**src/design/e1ox_params.svh**
```systemverilog
// register map, field positions and fixed codes of the overhead block
`ifndef E1OX_PARAMS_SVH
`define E1OX_PARAMS_SVH
`define E1OX_AW         8
`define E1OX_A_CTRL     8'h00
`define E1OX_A_STAT     8'h04
`define E1OX_A_FLAG0    8'h08
`define E1OX_A_ENA0     8'h0C
`define E1OX_A_FLAG1    8'h10
`define E1OX_A_ENA1     8'h14
`define E1OX_A_OVH      8'h18
`define E1OX_A_SA6IND   8'h1C
`define E1OX_A_CW4      8'h20
`define E1OX_A_CW8      8'h30
`define E1OX_C_PESEL    0
`define E1OX_C_AZSEL    1
`define E1OX_C_AUTO_REFRAME_ENABLE    2
`define E1OX_C_DEB      3
`define E1OX_C_SA6SEL   4
`define E1OX_CTRL_W     5
`define E1OX_F1_COFA    0
`define E1OX_F1_FASE    1
`define E1OX_F1_CRCPE   2
`define E1OX_F1_CASPE   3
`define E1OX_F1_CRC4    4
`define E1OX_F1_FEBE    5
`define E1OX_F1_NTFEBE  6
`define E1OX_F1_NTCRC   7
`define E1OX_F1_CMF     8
`define E1OX_F1_CSMF    9
`define E1OX_F1_SMF     10
`define E1OX_F1_SA6     11
`define E1OX_F1_CW      16
`define E1OX_F1_W       21
`define E1OX_TS_OVH     5'h00
`define E1OX_TS_CAS     5'h10
`define E1OX_BIT_FIRST  3'h0
`define E1OX_BIT_LAST   3'h7
`define E1OX_SUB_FIRST  3'h0
`define E1OX_SUB_LAST   3'h7
`define E1OX_MF_FIRST   4'h0
`define E1OX_MF_LAST    4'hF
`define E1OX_CAS_PAT    4'h0
`define E1OX_CODE_A     12'h888
`define E1OX_CODE_B     12'hAAA
`define E1OX_CODE_C     12'hCCC
`define E1OX_CODE_D     12'hEEE
`define E1OX_CODE_E     12'hFFF
`define E1OX_RESP_OK    2'h0
`define E1OX_RESP_ERR   2'h2
`endif

```
**src/design/e1ox_pkg.sv**
```systemverilog
// types shared by the overhead block
package e1ox_pkg;
  typedef enum logic {CAS_LOST, CAS_SYNC} e1ox_cas_t;
endpackage : e1ox_pkg

```
**src/design/e1ox_overhead.sv**
```systemverilog
// e1 receive overhead extraction, cas alignment and interrupt gathering
//
// The register offsets and register access over AXI4-Lite were decided locally.
`include "e1ox_params.svh"
module e1ox_overhead
  import e1ox_pkg::*;
(
  input  wire logic                  REF_CLK,
  input  wire logic                  RST,
  input  wire logic                  CE,
  input  wire logic                  RX_BIT,
  input  wire logic                  RX_BIT_VALID,
  input  wire logic [4:0]            FRM_TS,
  input  wire logic [2:0]            FRM_BITPOS,
  input  wire logic [3:0]            FRM_NUM,
  input  wire logic                  FRAME_LOSS,
  input  wire logic                  CRC_MF_LOSS,
  input  wire logic                  INTERWORK,
  input  wire logic                  OFFLINE_SEARCH,
  input  wire logic                  CONT_RAI_FEBE,
  input  wire logic                  CONT_FEBE,
  input  wire logic                  ALIGN_CHANGE,
  input  wire logic                  FAS_ERR,
  input  wire logic                  CRC_PAT_ERR,
  input  wire logic                  CRC4_ERR,
  input  wire logic                  FEBE_ERR,
  input  wire logic                  NT_FEBE_ERR,
  input  wire logic                  NT_CRC_ERR,
  output logic                       INT_N,
  input  wire logic [`E1OX_AW-1:0]   S_AXI_AWADDR,
  input  wire logic                  S_AXI_AWVALID,
  output logic                       S_AXI_AWREADY,
  input  wire logic [31:0]           S_AXI_WDATA,
  input  wire logic [3:0]            S_AXI_WSTRB,
  input  wire logic                  S_AXI_WVALID,
  output logic                       S_AXI_WREADY,
  output logic [1:0]                 S_AXI_BRESP,
  output logic                       S_AXI_BVALID,
  input  wire logic                  S_AXI_BREADY,
  input  wire logic [`E1OX_AW-1:0]   S_AXI_ARADDR,
  input  wire logic                  S_AXI_ARVALID,
  output logic                       S_AXI_ARREADY,
  output logic [31:0]                S_AXI_RDATA,
  output logic [1:0]                 S_AXI_RRESP,
  output logic                       S_AXI_RVALID,
  input  wire logic                  S_AXI_RREADY
);
  function automatic logic [4:0] code_hits(input logic [11:0] w);
    code_hits = {w == `E1OX_CODE_E, w == `E1OX_CODE_D, w == `E1OX_CODE_C,
                 w == `E1OX_CODE_B, w == `E1OX_CODE_A};
  endfunction : code_hits
  function automatic logic [31:0] lane_mask(input logic [3:0] s);
    lane_mask = {{8{s[3]}}, {8{s[2]}}, {8{s[1]}}, {8{s[0]}}};
  endfunction : lane_mask
  function automatic logic map_ok(input logic [`E1OX_AW-1:0] a);
    map_ok = (a <= `E1OX_A_CW8);
  endfunction : map_ok
  logic [`E1OX_CTRL_W-1:0] ctrl_ff;
  logic [7:0]              ena0_ff;
  logic [`E1OX_F1_W-1:0]   ena1_ff;
  logic [7:0]              flag0_ff;
  logic [`E1OX_F1_W-1:0]   flag1_ff;
  logic [4:0]              sa6ind_ff;
  logic [7:0]              stat_ff;
  logic [6:0]              ts0_sh_ff;
  logic [6:0]              ts16_sh_ff;
  logic [1:0]              si_ff;
  logic                    a_ff;
  logic [4:0]              sa_ff;
  logic [3:0]              cw_sh_ff   [5];
  logic [3:0]              cw_cand_ff [5];
  logic [3:0]              cw_ff      [5];
  logic [11:0]             sa6_sh_ff;
  logic [1:0]              sa7_sh_ff;
  logic                    link_ff;
  e1ox_cas_t               cas_ff;
  logic [3:0]              cas_frm_ff;
  logic                    prev_zero_ff;
  logic                    az_run_ff;
  logic [3:0]              xy_sh_ff;
  logic [2:0]              x_ff;
  logic                    y_ff;
  logic                    aw_held_ff, w_held_ff, awready_ff, wready_ff;
  logic [`E1OX_AW-1:0]     aw_addr_ff;
  logic [31:0]             w_data_ff;
  logic [3:0]              w_strb_ff;
  logic                    bvalid_ff, arready_ff, rvalid_ff;
  logic [1:0]              bresp_ff, rresp_ff;
  logic [31:0]             rdata_ff;
  logic                    int_n_ff;
  logic                    nxt_aw_held, nxt_w_held, nxt_bvalid, nxt_rvalid, do_wr, rd_acc;
  logic [31:0]             wmask, lmask;
  // stream position decode
  logic        in_ts0, in_ts16, frame_start, ts0_end, ts16_end, nfas_end, submf_end;
  logic        basic_ok, crc_ok, sa6_sync, sa6_cmp;
  logic [7:0]  ts0_byte, ts16_byte;
  logic [11:0] sa6_win;
  logic [4:0]  sa6_hit, cw_chg;
  logic [3:0]  cw_new [5];
  logic        cas_pat_err, cas_az_loss, cas_start;
  logic [7:0]  stat_now;
  logic [`E1OX_F1_W-1:0] ev1;
  assign basic_ok    = ~FRAME_LOSS;
  assign crc_ok      = ~CRC_MF_LOSS;
  assign in_ts0      = RX_BIT_VALID & (FRM_TS == `E1OX_TS_OVH);
  assign in_ts16     = RX_BIT_VALID & (FRM_TS == `E1OX_TS_CAS);
  assign frame_start = in_ts0 & (FRM_BITPOS == `E1OX_BIT_FIRST);
  assign ts0_end     = in_ts0 & (FRM_BITPOS == `E1OX_BIT_LAST);
  assign ts16_end    = in_ts16 & (FRM_BITPOS == `E1OX_BIT_LAST);
  assign ts0_byte    = {ts0_sh_ff, RX_BIT};
  assign ts16_byte   = {ts16_sh_ff, RX_BIT};
  assign nfas_end    = ts0_end & FRM_NUM[0] & basic_ok;
  assign submf_end   = nfas_end & (FRM_NUM[2:0] == `E1OX_SUB_LAST);
  assign sa6_win     = {sa6_sh_ff[10:0], ts0_byte[2]};
  assign sa6_sync    = ctrl_ff[`E1OX_C_SA6SEL] & crc_ok;
  // in aligned mode the window is three whole codewords only at sub mf end
  assign sa6_cmp     = nfas_end & (~sa6_sync | submf_end);
  assign sa6_hit     = code_hits(sa6_win) & {5{sa6_cmp}};
  // cas frame 0 and frame 15 checks; no pattern error while cas is lost
  assign cas_pat_err = (cas_ff == CAS_SYNC) & ts16_end &
                       (cas_frm_ff == `E1OX_MF_FIRST) &
                       (ts16_byte[7:4] != `E1OX_CAS_PAT);
  assign cas_az_loss = (cas_ff == CAS_SYNC) & ts16_end & (cas_frm_ff == `E1OX_MF_LAST) &
                       az_run_ff & (ts16_byte == 8'h00);
  assign cas_start   = (cas_ff == CAS_SYNC) & frame_start & (cas_frm_ff == `E1OX_MF_LAST);
  always_comb begin
    cw_chg = 5'h00;
    for (int i = 0; i < 5; i++) begin
      cw_new[i] = {cw_sh_ff[i][2:0], ts0_byte[4-i]};
      if (submf_end & crc_ok &
          (~ctrl_ff[`E1OX_C_DEB] | (cw_new[i] == cw_cand_ff[i])) &
          (cw_new[i] != cw_ff[i])) begin
        cw_chg[i] = 1'b1;
      end
    end
  end
  assign stat_now = {link_ff, CONT_FEBE, CONT_RAI_FEBE, OFFLINE_SEARCH,
                     (cas_ff == CAS_LOST) | FRAME_LOSS,
                     CRC_MF_LOSS, FRAME_LOSS, INTERWORK};
  always_comb begin
    ev1                   = '0;
    ev1[`E1OX_F1_COFA]    = ALIGN_CHANGE;
    ev1[`E1OX_F1_FASE]    = FAS_ERR;
    ev1[`E1OX_F1_CRCPE]   = CRC_PAT_ERR;
    ev1[`E1OX_F1_CASPE]   = cas_pat_err;
    ev1[`E1OX_F1_CRC4]    = CRC4_ERR;
    ev1[`E1OX_F1_FEBE]    = FEBE_ERR;
    ev1[`E1OX_F1_NTFEBE]  = NT_FEBE_ERR;
    ev1[`E1OX_F1_NTCRC]   = NT_CRC_ERR;
    ev1[`E1OX_F1_CMF]     = frame_start & crc_ok & (FRM_NUM == `E1OX_MF_FIRST);
    ev1[`E1OX_F1_CSMF]    = frame_start & crc_ok & (FRM_NUM[2:0] == `E1OX_SUB_FIRST);
    ev1[`E1OX_F1_SMF]     = cas_start;
    ev1[`E1OX_F1_SA6]     = |sa6_hit;
    ev1[`E1OX_F1_CW+:5]   = cw_chg;
  end
  // ts0 overhead
  always_ff @(posedge REF_CLK) begin
    if (RST) begin
      ts0_sh_ff <= '0;
      si_ff     <= '0;
      a_ff      <= 1'b0;
      sa_ff     <= '0;
    end else if (CE) begin
      if (in_ts0) ts0_sh_ff <= ts0_byte[6:0];
      if (ts0_end & basic_ok) si_ff[FRM_NUM[0]] <= ts0_byte[7];
      if (nfas_end) begin
        a_ff  <= ts0_byte[5];
        sa_ff <= ts0_byte[4:0];
      end
    end
  end
  // sa codewords
  always_ff @(posedge REF_CLK) begin
    if (RST) begin
      for (int i = 0; i < 5; i++) begin
        cw_sh_ff[i]   <= '0;
        cw_cand_ff[i] <= '0;
        cw_ff[i]      <= '0;
      end
    end else if (CE) begin
      for (int i = 0; i < 5; i++) begin
        if (nfas_end) cw_sh_ff[i] <= cw_new[i];
        if (submf_end & crc_ok) cw_cand_ff[i] <= cw_new[i];
        if (cw_chg[i]) cw_ff[i] <= cw_new[i];
      end
    end
  end
  // sa6 code window and v5.2 link id
  always_ff @(posedge REF_CLK) begin
    if (RST) begin
      sa6_sh_ff <= '0;
      sa7_sh_ff <= '0;
      link_ff   <= 1'b0;
    end else if (CE) begin
      if (nfas_end) begin
        sa6_sh_ff <= sa6_win;
        sa7_sh_ff <= {sa7_sh_ff[0], ts0_byte[1]};
        link_ff   <= ({1'b0, ~sa7_sh_ff[1]} + {1'b0, ~sa7_sh_ff[0]} +
                      {1'b0, ~ts0_byte[1]}) >= 2'd2;
      end else if (~basic_ok) begin
        link_ff   <= 1'b0;
      end
    end
  end
  // cas multi-frame alignment and ts16 spare bits
  always_ff @(posedge REF_CLK) begin
    if (RST) begin
      cas_ff       <= CAS_LOST;
      cas_frm_ff   <= '0;
      ts16_sh_ff   <= '0;
      prev_zero_ff <= 1'b0;
      az_run_ff    <= 1'b0;
      xy_sh_ff     <= '0;
      x_ff         <= '0;
      y_ff         <= 1'b0;
    end else if (CE) begin
      if (in_ts16) ts16_sh_ff <= ts16_byte[6:0];
      if (ts16_end) prev_zero_ff <= (ts16_byte[7:4] == `E1OX_CAS_PAT);
      if (cas_start) begin
        x_ff <= xy_sh_ff[2:0];
        y_ff <= xy_sh_ff[3];
      end
      case (cas_ff)
        CAS_LOST: begin
          // search ignores the auto-reframe bit on purpose
          if (basic_ok & ts16_end & (ts16_byte[7:4] == `E1OX_CAS_PAT) &
              ~prev_zero_ff) begin
            cas_ff     <= CAS_SYNC;
            cas_frm_ff <= `E1OX_MF_FIRST;
            az_run_ff  <= (ts16_byte == 8'h00);
            xy_sh_ff   <= {ts16_byte[2], ts16_byte[3], ts16_byte[1], ts16_byte[0]};
          end
        end
        CAS_SYNC: begin
          if (frame_start) cas_frm_ff <= cas_frm_ff + 4'h1;
          if (ts16_end) begin
            if (cas_frm_ff == `E1OX_MF_FIRST) begin
              az_run_ff <= (ts16_byte == 8'h00);
              if (~cas_pat_err) begin
                xy_sh_ff <= {ts16_byte[2], ts16_byte[3], ts16_byte[1], ts16_byte[0]};
              end
            end else if (ts16_byte != 8'h00) begin
              az_run_ff <= 1'b0;
            end
          end
          if (~basic_ok |
              (cas_pat_err & ctrl_ff[`E1OX_C_PESEL]) |
              (cas_az_loss & ctrl_ff[`E1OX_C_AZSEL])) begin
            cas_ff <= CAS_LOST;
          end
        end
        default: cas_ff <= CAS_LOST;
      endcase
    end
  end
  // axi4-lite handshake
  always_comb begin
    nxt_aw_held = aw_held_ff | (S_AXI_AWVALID & awready_ff);
    nxt_w_held  = w_held_ff | (S_AXI_WVALID & wready_ff);
    do_wr       = aw_held_ff & w_held_ff & ~bvalid_ff;
    if (do_wr) begin
      nxt_aw_held = 1'b0;
      nxt_w_held  = 1'b0;
    end
    nxt_bvalid  = do_wr | (bvalid_ff & ~S_AXI_BREADY);
    rd_acc      = S_AXI_ARVALID & arready_ff;
    nxt_rvalid  = rd_acc | (rvalid_ff & ~S_AXI_RREADY);
    lmask       = lane_mask(w_strb_ff);
    wmask       = do_wr ? (w_data_ff & lmask) : 32'h0;
  end

  always_ff @(posedge REF_CLK) begin
    if (RST) begin
      aw_held_ff <= 1'b0;
      w_held_ff  <= 1'b0;
      awready_ff <= 1'b0;
      wready_ff  <= 1'b0;
      aw_addr_ff <= '0;
      w_data_ff  <= '0;
      w_strb_ff  <= '0;
      bvalid_ff  <= 1'b0;
      bresp_ff   <= `E1OX_RESP_OK;
      arready_ff <= 1'b0;
      rvalid_ff  <= 1'b0;
      rresp_ff   <= `E1OX_RESP_OK;
      rdata_ff   <= '0;
    end else if (CE) begin
      aw_held_ff <= nxt_aw_held;
      w_held_ff  <= nxt_w_held;
      awready_ff <= ~nxt_aw_held;
      wready_ff  <= ~nxt_w_held;
      if (S_AXI_AWVALID & awready_ff) aw_addr_ff <= S_AXI_AWADDR;
      if (S_AXI_WVALID & wready_ff) begin
        w_data_ff <= S_AXI_WDATA;
        w_strb_ff <= S_AXI_WSTRB;
      end
      bvalid_ff  <= nxt_bvalid;
      if (do_wr) bresp_ff <= map_ok(aw_addr_ff) ? `E1OX_RESP_OK : `E1OX_RESP_ERR;
      arready_ff <= ~nxt_rvalid;
      rvalid_ff  <= nxt_rvalid;
      if (rd_acc) begin
        rresp_ff <= map_ok(S_AXI_ARADDR) ? `E1OX_RESP_OK : `E1OX_RESP_ERR;
        rdata_ff <= 32'h0;
        case ({S_AXI_ARADDR[`E1OX_AW-1:2], 2'b00})
          `E1OX_A_CTRL:   rdata_ff <= {27'h0, ctrl_ff};
          `E1OX_A_STAT:   rdata_ff <= {24'h0, stat_ff};
          `E1OX_A_FLAG0:  rdata_ff <= {24'h0, flag0_ff};
          `E1OX_A_ENA0:   rdata_ff <= {24'h0, ena0_ff};
          `E1OX_A_FLAG1:  rdata_ff <= {11'h0, flag1_ff};
          `E1OX_A_ENA1:   rdata_ff <= {11'h0, ena1_ff};
          `E1OX_A_OVH:    rdata_ff <= {20'h0, y_ff, x_ff, sa_ff, a_ff, si_ff};
          `E1OX_A_SA6IND: rdata_ff <= {27'h0, sa6ind_ff};
          default: begin
            if (S_AXI_ARADDR >= `E1OX_A_CW4 && map_ok(S_AXI_ARADDR)) begin
              rdata_ff <= {28'h0, cw_ff[3'(S_AXI_ARADDR[4:2])]};
            end
          end
        endcase
      end
    end
  end

  // control and enable registers
  always_ff @(posedge REF_CLK) begin
    if (RST) begin
      ctrl_ff <= '0;
      ena0_ff <= '0;
      ena1_ff <= '0;
    end else if (CE && do_wr) begin
      case ({aw_addr_ff[`E1OX_AW-1:2], 2'b00})
        `E1OX_A_CTRL: ctrl_ff <= (ctrl_ff & ~lmask[`E1OX_CTRL_W-1:0]) |
                                 wmask[`E1OX_CTRL_W-1:0];
        `E1OX_A_ENA0: ena0_ff <= (ena0_ff & ~lmask[7:0]) | wmask[7:0];
        `E1OX_A_ENA1: ena1_ff <= (ena1_ff & ~lmask[`E1OX_F1_W-1:0]) |
                                 wmask[`E1OX_F1_W-1:0];
        default: ;
      endcase
    end
  end

  // sticky flags: write one clears, a new event in the same cycle wins
  always_ff @(posedge REF_CLK) begin
    if (RST) begin
      stat_ff   <= '0;
      flag0_ff  <= '0;
      flag1_ff  <= '0;
      sa6ind_ff <= '0;
      int_n_ff  <= 1'b1;
    end else if (CE) begin
      stat_ff   <= stat_now;
      flag0_ff  <= (flag0_ff & ~((aw_addr_ff == `E1OX_A_FLAG0) ? wmask[7:0] : 8'h0)) |
                   (stat_now ^ stat_ff);
      flag1_ff  <= (flag1_ff & ~((aw_addr_ff == `E1OX_A_FLAG1) ?
                   wmask[`E1OX_F1_W-1:0] : {`E1OX_F1_W{1'b0}})) | ev1;
      sa6ind_ff <= (sa6ind_ff & ~((aw_addr_ff == `E1OX_A_SA6IND) ? wmask[4:0] : 5'h0)) |
                   sa6_hit;
      int_n_ff  <= ~(|(flag0_ff & ena0_ff) | |(flag1_ff & ena1_ff));
    end
  end

  assign INT_N         = int_n_ff;
  assign S_AXI_AWREADY = awready_ff;
  assign S_AXI_WREADY  = wready_ff;
  assign S_AXI_BVALID  = bvalid_ff;
  assign S_AXI_BRESP   = bresp_ff;
  assign S_AXI_ARREADY = arready_ff;
  assign S_AXI_RVALID  = rvalid_ff;
  assign S_AXI_RRESP   = rresp_ff;
  assign S_AXI_RDATA   = rdata_ff;

endmodule : e1ox_overhead

```
**config.mk**
```make
export PLATFORM = sky130hd
export DESIGN_NAME = e1ox_overhead
export DESIGN_NICKNAME = d
export VERILOG_FILES = /design/src/design/e1ox_pkg.sv /design/src/design/e1ox_overhead.sv
export VERILOG_INCLUDE_DIRS = /design/src /design/src/design
export SDC_FILE = /design/constraint.sdc
export NUM_CORES = 1
export LEC_CHECK = 0
export ABC_CLOCK_PERIOD_IN_PS = 4400
export BUFFER_PORTS_ARGS = -buffer_cell sky130_fd_sc_hd__buf_2
export CORE_MARGIN = 10
export CORE_UTILIZATION = 58
export CTS_CLUSTER_SIZE = 10
export DETAILED_ROUTE_END_ITERATION = 12
export PLACE_DENSITY = 0.8
export SYNTH_ARGS = -nofsm -noshare
export SYNTH_HDL_FRONTEND = slang
export SYNTH_SLANG_ARGS = --single-unit
```
**constraint.sdc**
```tcl
create_clock -name REF_CLK -period 4.4 [get_ports REF_CLK]
set_input_delay 0.44 -clock REF_CLK [delete_from_list [all_inputs] [get_ports REF_CLK]]
set_output_delay 0.44 -clock REF_CLK [all_outputs]
set_load 0.02 [all_outputs]
```
Yosys cells after proc, flatten, opt, wreduce, memory -nomap -nowiden
Memory sizes are Yosys's and may differ from the RTL's.
Cells that the tools add are included.
Widths: inputs -> output; s select.
{"block": "totals", "reg_bits": 203, "latchBits": 0, "ramBits": 60, "mem_bits_ro": 0, "out_inout_bits": 42, "n_memories": 3}
{"block": "op_classes", "add_sub_neg": 3, "mul": 0, "n_div": 0, "n_lt_le_gt_ge": 6, "eq_ne": 37, "shifts": 0, "mux": 81, "bitwise_logic": 113, "reduce_logical": 35}
{"memory": "cw_cand_ff", "depth": 5, "width": 4, "read_ports": 5, "rd_ports_with_merged_regs": 0, "write_ports": 5, "line": "e1ox_overhead.sv:71", "text": "logic [3:0] cw_cand_ff [5];"}
{"memory": "cw_ff", "depth": 5, "width": 4, "read_ports": 6, "rd_ports_with_merged_regs": 0, "write_ports": 5, "line": "e1ox_overhead.sv:72", "text": "logic [3:0] cw_ff [5];"}
{"memory": "cw_sh_ff", "depth": 5, "width": 4, "read_ports": 5, "rd_ports_with_merged_regs": 0, "write_ports": 5, "line": "e1ox_overhead.sv:70", "text": "logic [3:0] cw_sh_ff [5];"}
{"op": "$pmux 21 s8", "count": 1}
{"op": "$mux 4", "count": 22}
{"op": "$and 21x21->21", "count": 4}
{"op": "$eq 12x12->1 const B", "count": 5}
{"op": "$mux 1", "count": 46}
{"op": "$and 1x1->1", "count": 45}
{"op": "$mux 21", "count": 2}
{"op": "$not 21->21", "count": 2}
{"op": "$or 21x21->21", "count": 2}
{"op": "$eq 6x3->1 const B", "count": 5}
{"op": "$or 1x1->1", "count": 29}
{"op": "$reduce_and 2->1", "count": 14}
{"op": "$and 8x8->8", "count": 3}
{"op": "$reduce_or 21->1", "count": 1}
{"op": "$eq 4x4->1", "count": 5}
{"op": "$ne 4x4->1", "count": 5}
{"op": "$eq 6x2->1 const B", "count": 3}
{"op": "$eq 8x5->1 const B", "count": 2}
{"op": "$le 8x6->1 const B", "count": 2}
{"op": "$not 1->1", "count": 16}
{"op": "$not 8->8", "count": 2}
{"op": "$or 8x8->8", "count": 2}
{"op": "$pmux 4 s2", "count": 2}
{"op": "$and 5x5->5", "count": 3}
{"op": "other kinds (38)", "count": 52}

Longest topological paths before layout
Gate-level depths: netlist (run 1).
{"block": "depth", "depth_word": 15, "mapped_depth": 8}

Worst setup path before layout (run 1)
No wires, ideal clock.
{"block": "synth_path", "path_type": "input to register", "from": "input port FRM_TS[1]", "to": "memory cw_cand_ff[0][0], enable pin", "setup_time_ns": 0.425, "arrival_time_ns": 2.800, "slack_ns": 1.175, "path_stages": 4, "n_path_buf": 1, "cell_sequence": "nor4_4 -> nand4_4 -> clkbuf_1 -> o21ai_0"}
{"item": "from (decl)", "line": "e1ox_overhead.sv:13", "text": "input wire logic [4:0] FRM_TS,"}
{"item": "to (decl)", "line": "e1ox_overhead.sv:71"}

==> metrics.md, run 1 <==
| Metric | Value |
|---|---|
| Post-synthesis async set-or-reset flop share | 0 |
| DRT iter0 DRCs | 856 |
| Pre-Repair DR Iteration Count | 5 |
| Yosys warnings | 0 |
| Hold-fix buffers, CTS | 0 |
| I/O Buffers | 103 |
| Fmax achieved | 355 MHz |
| Mapped Avg Cell Area | 9.41 um2 |
| R2R setup slack | 1590 ps |
| Critical-path maximum fanout | 12 |
| Resized Gates After CTS | 0 |
| R2R Path End | cw_ff[0][2] |
| DRC Markers | 0 |
| Vias per cell | 6.03 |
| Hold Violations, Final | 0 |
| Min Tclk post-route | 2810 ps |
| Crit end category | flip-flop |
| Pwr dens | 383 mW/mm2 |
| CTS tree | yes |
| Std-Cell Rows | 50 |
| Grt total ovfl | 0 |
| Synth-to-layout area growth | 12.0% |
| CP startpoint kind | flip-flop |
| Initial antenna violation count | 0 |
| Number of synthesized flops with an enable pin | 55 |
| Clock Skew | 15.7 ps |
| Area of the multi-input gates | 0.00510 mm2 |
| GPL Wtd Cong | 0.900 |
| Min-delay src | S_AXI_WDATA[0] |
| Static Leakage | 4.68 nW |
| Worst-Skew Late Latency | 530 ps |
| Synth Register Bits | 243 |
| Critical Path RT | 4800 ps |
| Setup-failing EPs final | 0 |
| Worst r2r src | cw_sh_ff[0][16] |
| Root buffer cell | clkbuf_16 |
| Share of cells above drive strength 1 | 0.150 |
| Num CTS Buffers | 28 |
| Clock slew at reported path FFs | 60 ps |
| H-Tree Depth | 1 |
| Worst-margin pin slew | 994 ps |
| Setup ws final | 1590 ps |
| Die area | 0.0247 mm2 |
| Worst Hold Endpoint | w_data_ff[0] |
| WL final | 28500 um |
| Pre-CTS setup slack | 1310 ps |
| Die width | 157 um |
| Dominant cells by area after synthesis | dfxtp_1, edfxtp_1, nand2_1 |
| Gr usage total | 0.222 |
| Register area | 0.00542 mm2 |
| HP Class | in2reg |
| Sum Neg Setup Slack | 0 ps |
| Largest area contributor in the netlist | dfxtp_1 |
| RSZ-0062 raised after global routing | no |
| I/O pin cnt | 129 |
| Crit path DAT | 3210 ps |
| Die Ht | 157 um |
| Hold Path Stages | 3 |
| Core Area | 0.0186 mm2 |
| ANT cells | 0 |
| Sequential area share after synthesis | 0.496 |
| Initial core utilization | 0.587 |
| Slew Limit Headroom | 0.335 |
| CTS Sinks | 243 |
| Nets | 1315 |
| Cell variety after synth | 60 |
| Clock Path Buffers | 3 |
| Synth Cell Area | 0.0109 mm2 |
| Hold Slack | 154 ps |
| DRT antenna net count | 0 |
| Largest net degree at the start of global routing | 94 |
| Worst vdd ir | 0.000278 V |
| Post-DP HPWL | 20300 um |
| Post-Syn Instances | 1160 |
| Critical path class | reg2reg |
| Max Slew Vio Count | 0 |
| First-pass GRT wire length | 44500 um |
| Post-CTS Setup Bufs | 0 |
| Period utilisation layout | 0.639 |
| Via count | 8872 |
| # fillers | 1471 |
| Maxcap violations | 0 |
| R2r worst-path depth | 6 |
| DR WL/cell | 19.3 um |
| Vias in the first global route | 8494 |
| Status | complete, no violations |
| Ys flop type | dfxtp_1 |
| Share of the synthesized area in the top cell type | 0.345 |
[cell usage after synthesis (all sizes together) (2+ instances only)]
cell	count
ha	3
nor2	89
a21oi	119
a311oi	2
nor2b	4
a221oi	6
inv	12
nand3	29
nor3	17
a221o	3
o211ai	3
xnor2	11
mux2i	41
or3	2
o41ai	9
a22oi	14
a32oi	25
edfxtp	55
nor4	9
a21o	2
a211oi	2
mux4	14
a31oi	2
buf	31
mux2	12
nand2	198
nand4b	2
and4	2
xor2	40
o22ai	4
clkbuf	58
or4	4
a31o	5
nand4	19
o21ai	38
and3	10
dfxtp	188
and2	55
o21a	3
nor4b	2
a22o	5
[layout by cell type, fill, tap and decap left out, drive strengths merged, types with 29 or more instances in the layout]
master and n:
xor2 40, o21ai 38, clkbuf 43, and2 55, edfxtp 55, nor2 89
buf 112, mux2i 41, dfxtp 188, nand2 198, a21oi 119, nand3 29
[report_power, final]
part / leakage, nW / total, mW / internal (mW) / switching, mW
registers: 2.09 / 2.37 / 2.32 / 0.0446
clock network: 0.380 / 2.04 / 1.21 / 0.832
logic: 2.21 / 0.266 / 0.0967 / 0.169
total: 4.68 / 4.68 / 3.63 / 1.05
[cells by family (layout without fill, tap and decap cells)]
group,Yosys count,count (layout),share of synthesized area
muxes,67,67,0.0789
DFF,243,243,0.496
adders and majority gates,3,3,0.00344
xor gates and xnor gates,51,51,0.0409
other,1,13,0.000344
buffers and inverters,101,167,0.0410
AOI/OAI and AO/OA,246,246,0.140
and+or+nand+nor,448,448,0.200
[stage by stage]
stage | util | std cells | power (mW) | area, um2
after floorplan | - | 1172 | 2.59 | 11000
after global placement | 0.615 | 1429 | 2.67 | 11400
after detailed placement | 0.615 | 1429 | 2.68 | 11400
after CTS | 0.658 | 1472 | 4.69 | 12200
after global routing | 0.658 | 1472 | 4.82 | 12200
final | 0.658 | 1472 | 4.68 | 12200
[final cells by class]
class,instances,area share
Timing Repair Buffer,112,0.0479
Tap cell,234,0.0240
Multi-Input combinational cell,828,0.417
Inverter,12,0.00368
Sequential cell,243,0.443
Clock buffer,43,0.0645
[registers in the layout, summed over array words and instances, names as in the netlist, 7 cells and up]
name         flops
sa6_sh_ff       10
stat_ff          8
flag1_ff        21
aw_addr_ff       8
ts0_sh_ff        7
S_AXI_RDATA     21
w_data_ff       21
cw_ff           20
ts16_sh_ff       7
cw_cand_ff      20
ena1_ff         21
cw_sh_ff        15
flag0_ff         8
ena0_ff          8
[worst max path at each step]
stage,startpoint,cells past startpoint,slack (ps),to
after floorplan,FRM_TS[1],4,1170,cw_cand_ff[0][0]
after global placement,FRM_TS[1],8,1430,cw_ff[1][0]
after detailed placement,FRM_TS[1],8,1310,cw_ff[2][1]
after CTS,cw_sh_ff[0][16],6,1700,cw_ff[2][1]
after global routing,cw_sh_ff[0][16],6,1510,cw_ff[2][1]
final,cw_sh_ff[0][16],6,1590,cw_ff[0][2]
[layer usage]
| metal | wire (um) | GRT usage |
|---|---|---|
| met5 | 0 | 0 |
| met4 | 818 | 0.0690 |
| met3 | 2610 | 0.0426 |
| met2 | 13500 | 0.362 |
| met1 | 11500 | 0.292 |
[critical path, cell delays in order, from the launching register on]
cell	delay [ps]
edfxtp_1	510
xor2_1	190
o41ai_1	610
o41ai_1	250
a41oi_1	700
buf_4	290
and2_1	140
Note: power is estimated with default switching activity, not from simulation.
==> inputs of run 2 (changes only) <==
--- a/config.mk
+++ b/config.mk
@@ -6,13 +6,14 @@
 export SDC_FILE = /design/constraint.sdc
 export NUM_CORES = 1
 export LEC_CHECK = 0
-export ABC_CLOCK_PERIOD_IN_PS = 4400
+export ABC_AREA = 1
+export ABC_CLOCK_PERIOD_IN_PS = 2900
 export BUFFER_PORTS_ARGS = -buffer_cell sky130_fd_sc_hd__buf_2
 export CORE_MARGIN = 10
-export CORE_UTILIZATION = 58
+export CORE_UTILIZATION = 59
 export CTS_CLUSTER_SIZE = 10
 export DETAILED_ROUTE_END_ITERATION = 12
-export PLACE_DENSITY = 0.8
+export PLACE_DENSITY = 0.81
 export SYNTH_ARGS = -nofsm -noshare
 export SYNTH_HDL_FRONTEND = slang
 export SYNTH_SLANG_ARGS = --single-unit
==> constraint.sdc (replaced) <==
create_clock -name REF_CLK -period 2.9 [get_ports REF_CLK]
set_input_delay 0.29 -clock REF_CLK [delete_from_list [all_inputs] [get_ports REF_CLK]]
set_output_delay 0.29 -clock REF_CLK [all_outputs]
set_load 0.02 [all_outputs]
==> metrics.md, run 2 <==
| Metric | Value |
|---|---|
| Status | complete, no violations |
| Clock slew at reported path FFs | 60 ps |
| Share of cells above drive strength 1 | 0.146 |
| Synth Register Bits | 243 |
| Critical path class | reg2reg |
| Synth Area in Simple Gates | 0.205 |
| Post-route cell area | 0.0126 mm2 |
| CTS Sinks | 243 |
| Synth top cells by count | nand2_1, inv_1, dfxtp_1 |
| Grt total ovfl | 0 |
| DRC Markers | 0 |
| Post-DP HPWL | 22900 um |
| Critical-path maximum fanout | 20 |
| CP startpoint kind | flip-flop |
| WL final | 31000 um |
| Most common cell after layout, fill and taps aside | nand2_1 |
| Sequential area share after synthesis | 0.480 |
| DRT antenna net count | 0 |
| Post-Syn Instances | 1489 |
| Clock Path Buffers | 3 |
| Vias in the first global route | 9445 |
| Largest net degree at the start of global routing | 93 |
| Root buffer cell | clkbuf_16 |
| HP Class | in2reg |
| Period utilisation layout | 0.804 |
| Static Leakage | 5.09 nW |
| First-pass GRT wire length | 48200 um |
| Synth-to-layout area growth | 12.0% |
| Mapped Avg Cell Area | 7.58 um2 |
| Number of synthesized flops with an enable pin | 55 |
| Post-CTS Setup Bufs | 0 |
| CTS tree | yes |
| Maxcap violations | 0 |
| Worst vdd ir | 0.000564 V |
| Std-Cell Rows | 50 |
| Most frequent cell after synthesis | nand2_1 |
| Initial antenna violation count | 0 |
| Met3 Track Usage GR | 0.0445 |
| Adder-cell share of the synthesized area | 0.00333 |
| Initial core utilization | 0.601 |
| Fmax achieved | 429 MHz |
| Placed Area | 0.0119 mm2 |
| Slew Limit Headroom | 0.354 |
| Vias per cell | 5.65 |
| Met2 global-route usage | 0.379 |
| Clock Skew | 13.5 ps |
| Worst-margin pin slew | 970 ps |
| Synth Cell Area | 0.0113 mm2 |
| ANT cells | 0 |
| Worst r2r src | cw_sh_ff[0][4] |
| Core Area | 0.0188 mm2 |
| R2R setup slack | 570 ps |
| Mux cell area share after synthesis | 0 |
| Compound-cell area share of the yosys netlist | 0.182 |
| Crit end category | flip-flop |
| DRT iter0 DRCs | 1075 |
| Hold-fix buffers, CTS | 0 |
| R2R Path End | cw_ff[2][0] |
| Die width | 158 um |
| Largest area contributor in the netlist | dfxtp_1 |
| Nets | 1666 |
| Gr usage total | 0.239 |
| GPL Wtd Cong | 0.954 |
| Post-synthesis async set-or-reset flop share | 0 |
| Min Tclk post-route | 2330 ps |
| Worst-Skew Late Latency | 530 ps |
| RSZ-0062 raised after global routing | no |
| Min-delay src | FEBE_ERR |
| Critical Path RT | 3190 ps |
| I/O Buffers | 103 |
| Ys flop type | dfxtp_1 |
| Num CTS Buffers | 28 |
| Share of the synthesized area in the top cell type | 0.334 |
| Die Ht | 158 um |
| Dominant cells by area after synthesis | dfxtp_1, edfxtp_1, nand2_1 |
| Hold Violations, Final | 0 |
| Most frequent cells in the layout | nand2_1, inv_1, dfxtp_1 |
| Via count | 10300 |
| Setup-failing EPs final | 0 |
| H-Tree Depth | 1 |
| Grt peak-use layer | met2 |
| Sum Neg Setup Slack | 0 ps |
| Cell variety after synth | 43 |
| Hold Path Stages | 3 |
| Largest family of logic cells by synthesized area | simple AND/OR/NAND/NOR gates |
| R2r worst-path depth | 10 |
| Final core occ | 0.673 |
| Die area | 0.0250 mm2 |
| Crit path DAT | 2630 ps |
| Pre-Repair DR Iteration Count | 5 |
| Resized Gates After CTS | 0 |
| Post-Synth XOR/XNOR Area | 0.0186 |
| Yosys warnings | 0 |
| Worst Hold Endpoint | flag1_ff[5] |
| Max Slew Vio Count | 0 |
| Met1 Resource Use GR | 0.329 |
| DR WL/cell | 17.1 um |
| Pwr dens | 561 mW/mm2 |
| I/O pin cnt | 129 |
[run 2: cell families after synthesis]
logic type	count (synthesis)
simple gates	532
compound gates	378
buf+inv	308
flops	243
xor+xnor	24
fa+ha+maj	3
other cells	1
[run 2: metrics by stage]
step | total power, mW | hold slack, ps | worst slack [ps] | cells
4_1_cts | 7.11 | 9.57 | 604 | 1820
6_report | 7.09 | 18.5 | 567 | 1820
3_3_place_gp | 4.07 | 431 | 538 | 1780
5_1_grt | 7.29 | 22.7 | 382 | 1820
3_5_place_dp | 4.08 | 437 | 476 | 1780
2_1_floorplan | 3.93 | 420 | 1180 | 1501
[run 2: final cells by class]
| cell class | count | area, um2 |
|---|---|---|
| multi-input combinational | 950 | 4660 |
| tap | 234 | 293 |
| fill | 1620 | 6130 |
| clock buffer | 39 | 763 |
| sequential | 243 | 5420 |
| timing repair buffer | 115 | 606 |
| inverter | 238 | 893 |
| clock inverter | 1 | 7.51 |
[run 2: how the worst max path moves through the flow]
stage | start | end | slack [ps] | cells after the start
6_report | cw_sh_ff[0][4] | cw_ff[2][0] | 570 | 10
5_1_grt | cw_sh_ff[0][4] | cw_ff[4][0] | 380 | 10
4_1_cts | cw_sh_ff[0][4] | cw_ff[4][0] | 600 | 10
2_1_floorplan | RST | cw_cand_ff[0][0] | 1180 | 4
3_5_place_dp | CE | cw_sh_ff[0][2] | 480 | 5
3_3_place_gp | CE | cw_sh_ff[0][2] | 540 | 5
[run 2: per-layer routing]
layer / share of wire / vias up
li1: - / 5011
met1: 0.42 / 4741
met2: 0.46 / 474
met3: 0.099 / 51
met4: 0.020 / 0
met5: 0 / -
[run 2: power breakdown]
part           internal [mW]  switching (mW)  total (mW)
sequential              3.54          0.0693        3.61
clock                   1.79            1.28        3.08
combinational          0.134           0.278       0.411
total                   5.46            1.63        7.09
[run 2: worst max-delay path: stages (launching register included)]
cell and delay, ps:
edfxtp_1 480, inv_1 160, nand2_1 70, nand2_1 50, nand2_1 60, nor2_1 130, a21oi_1 70, o21ai_1 190
nand3_2 570, nand2_2 250, inv_2 50
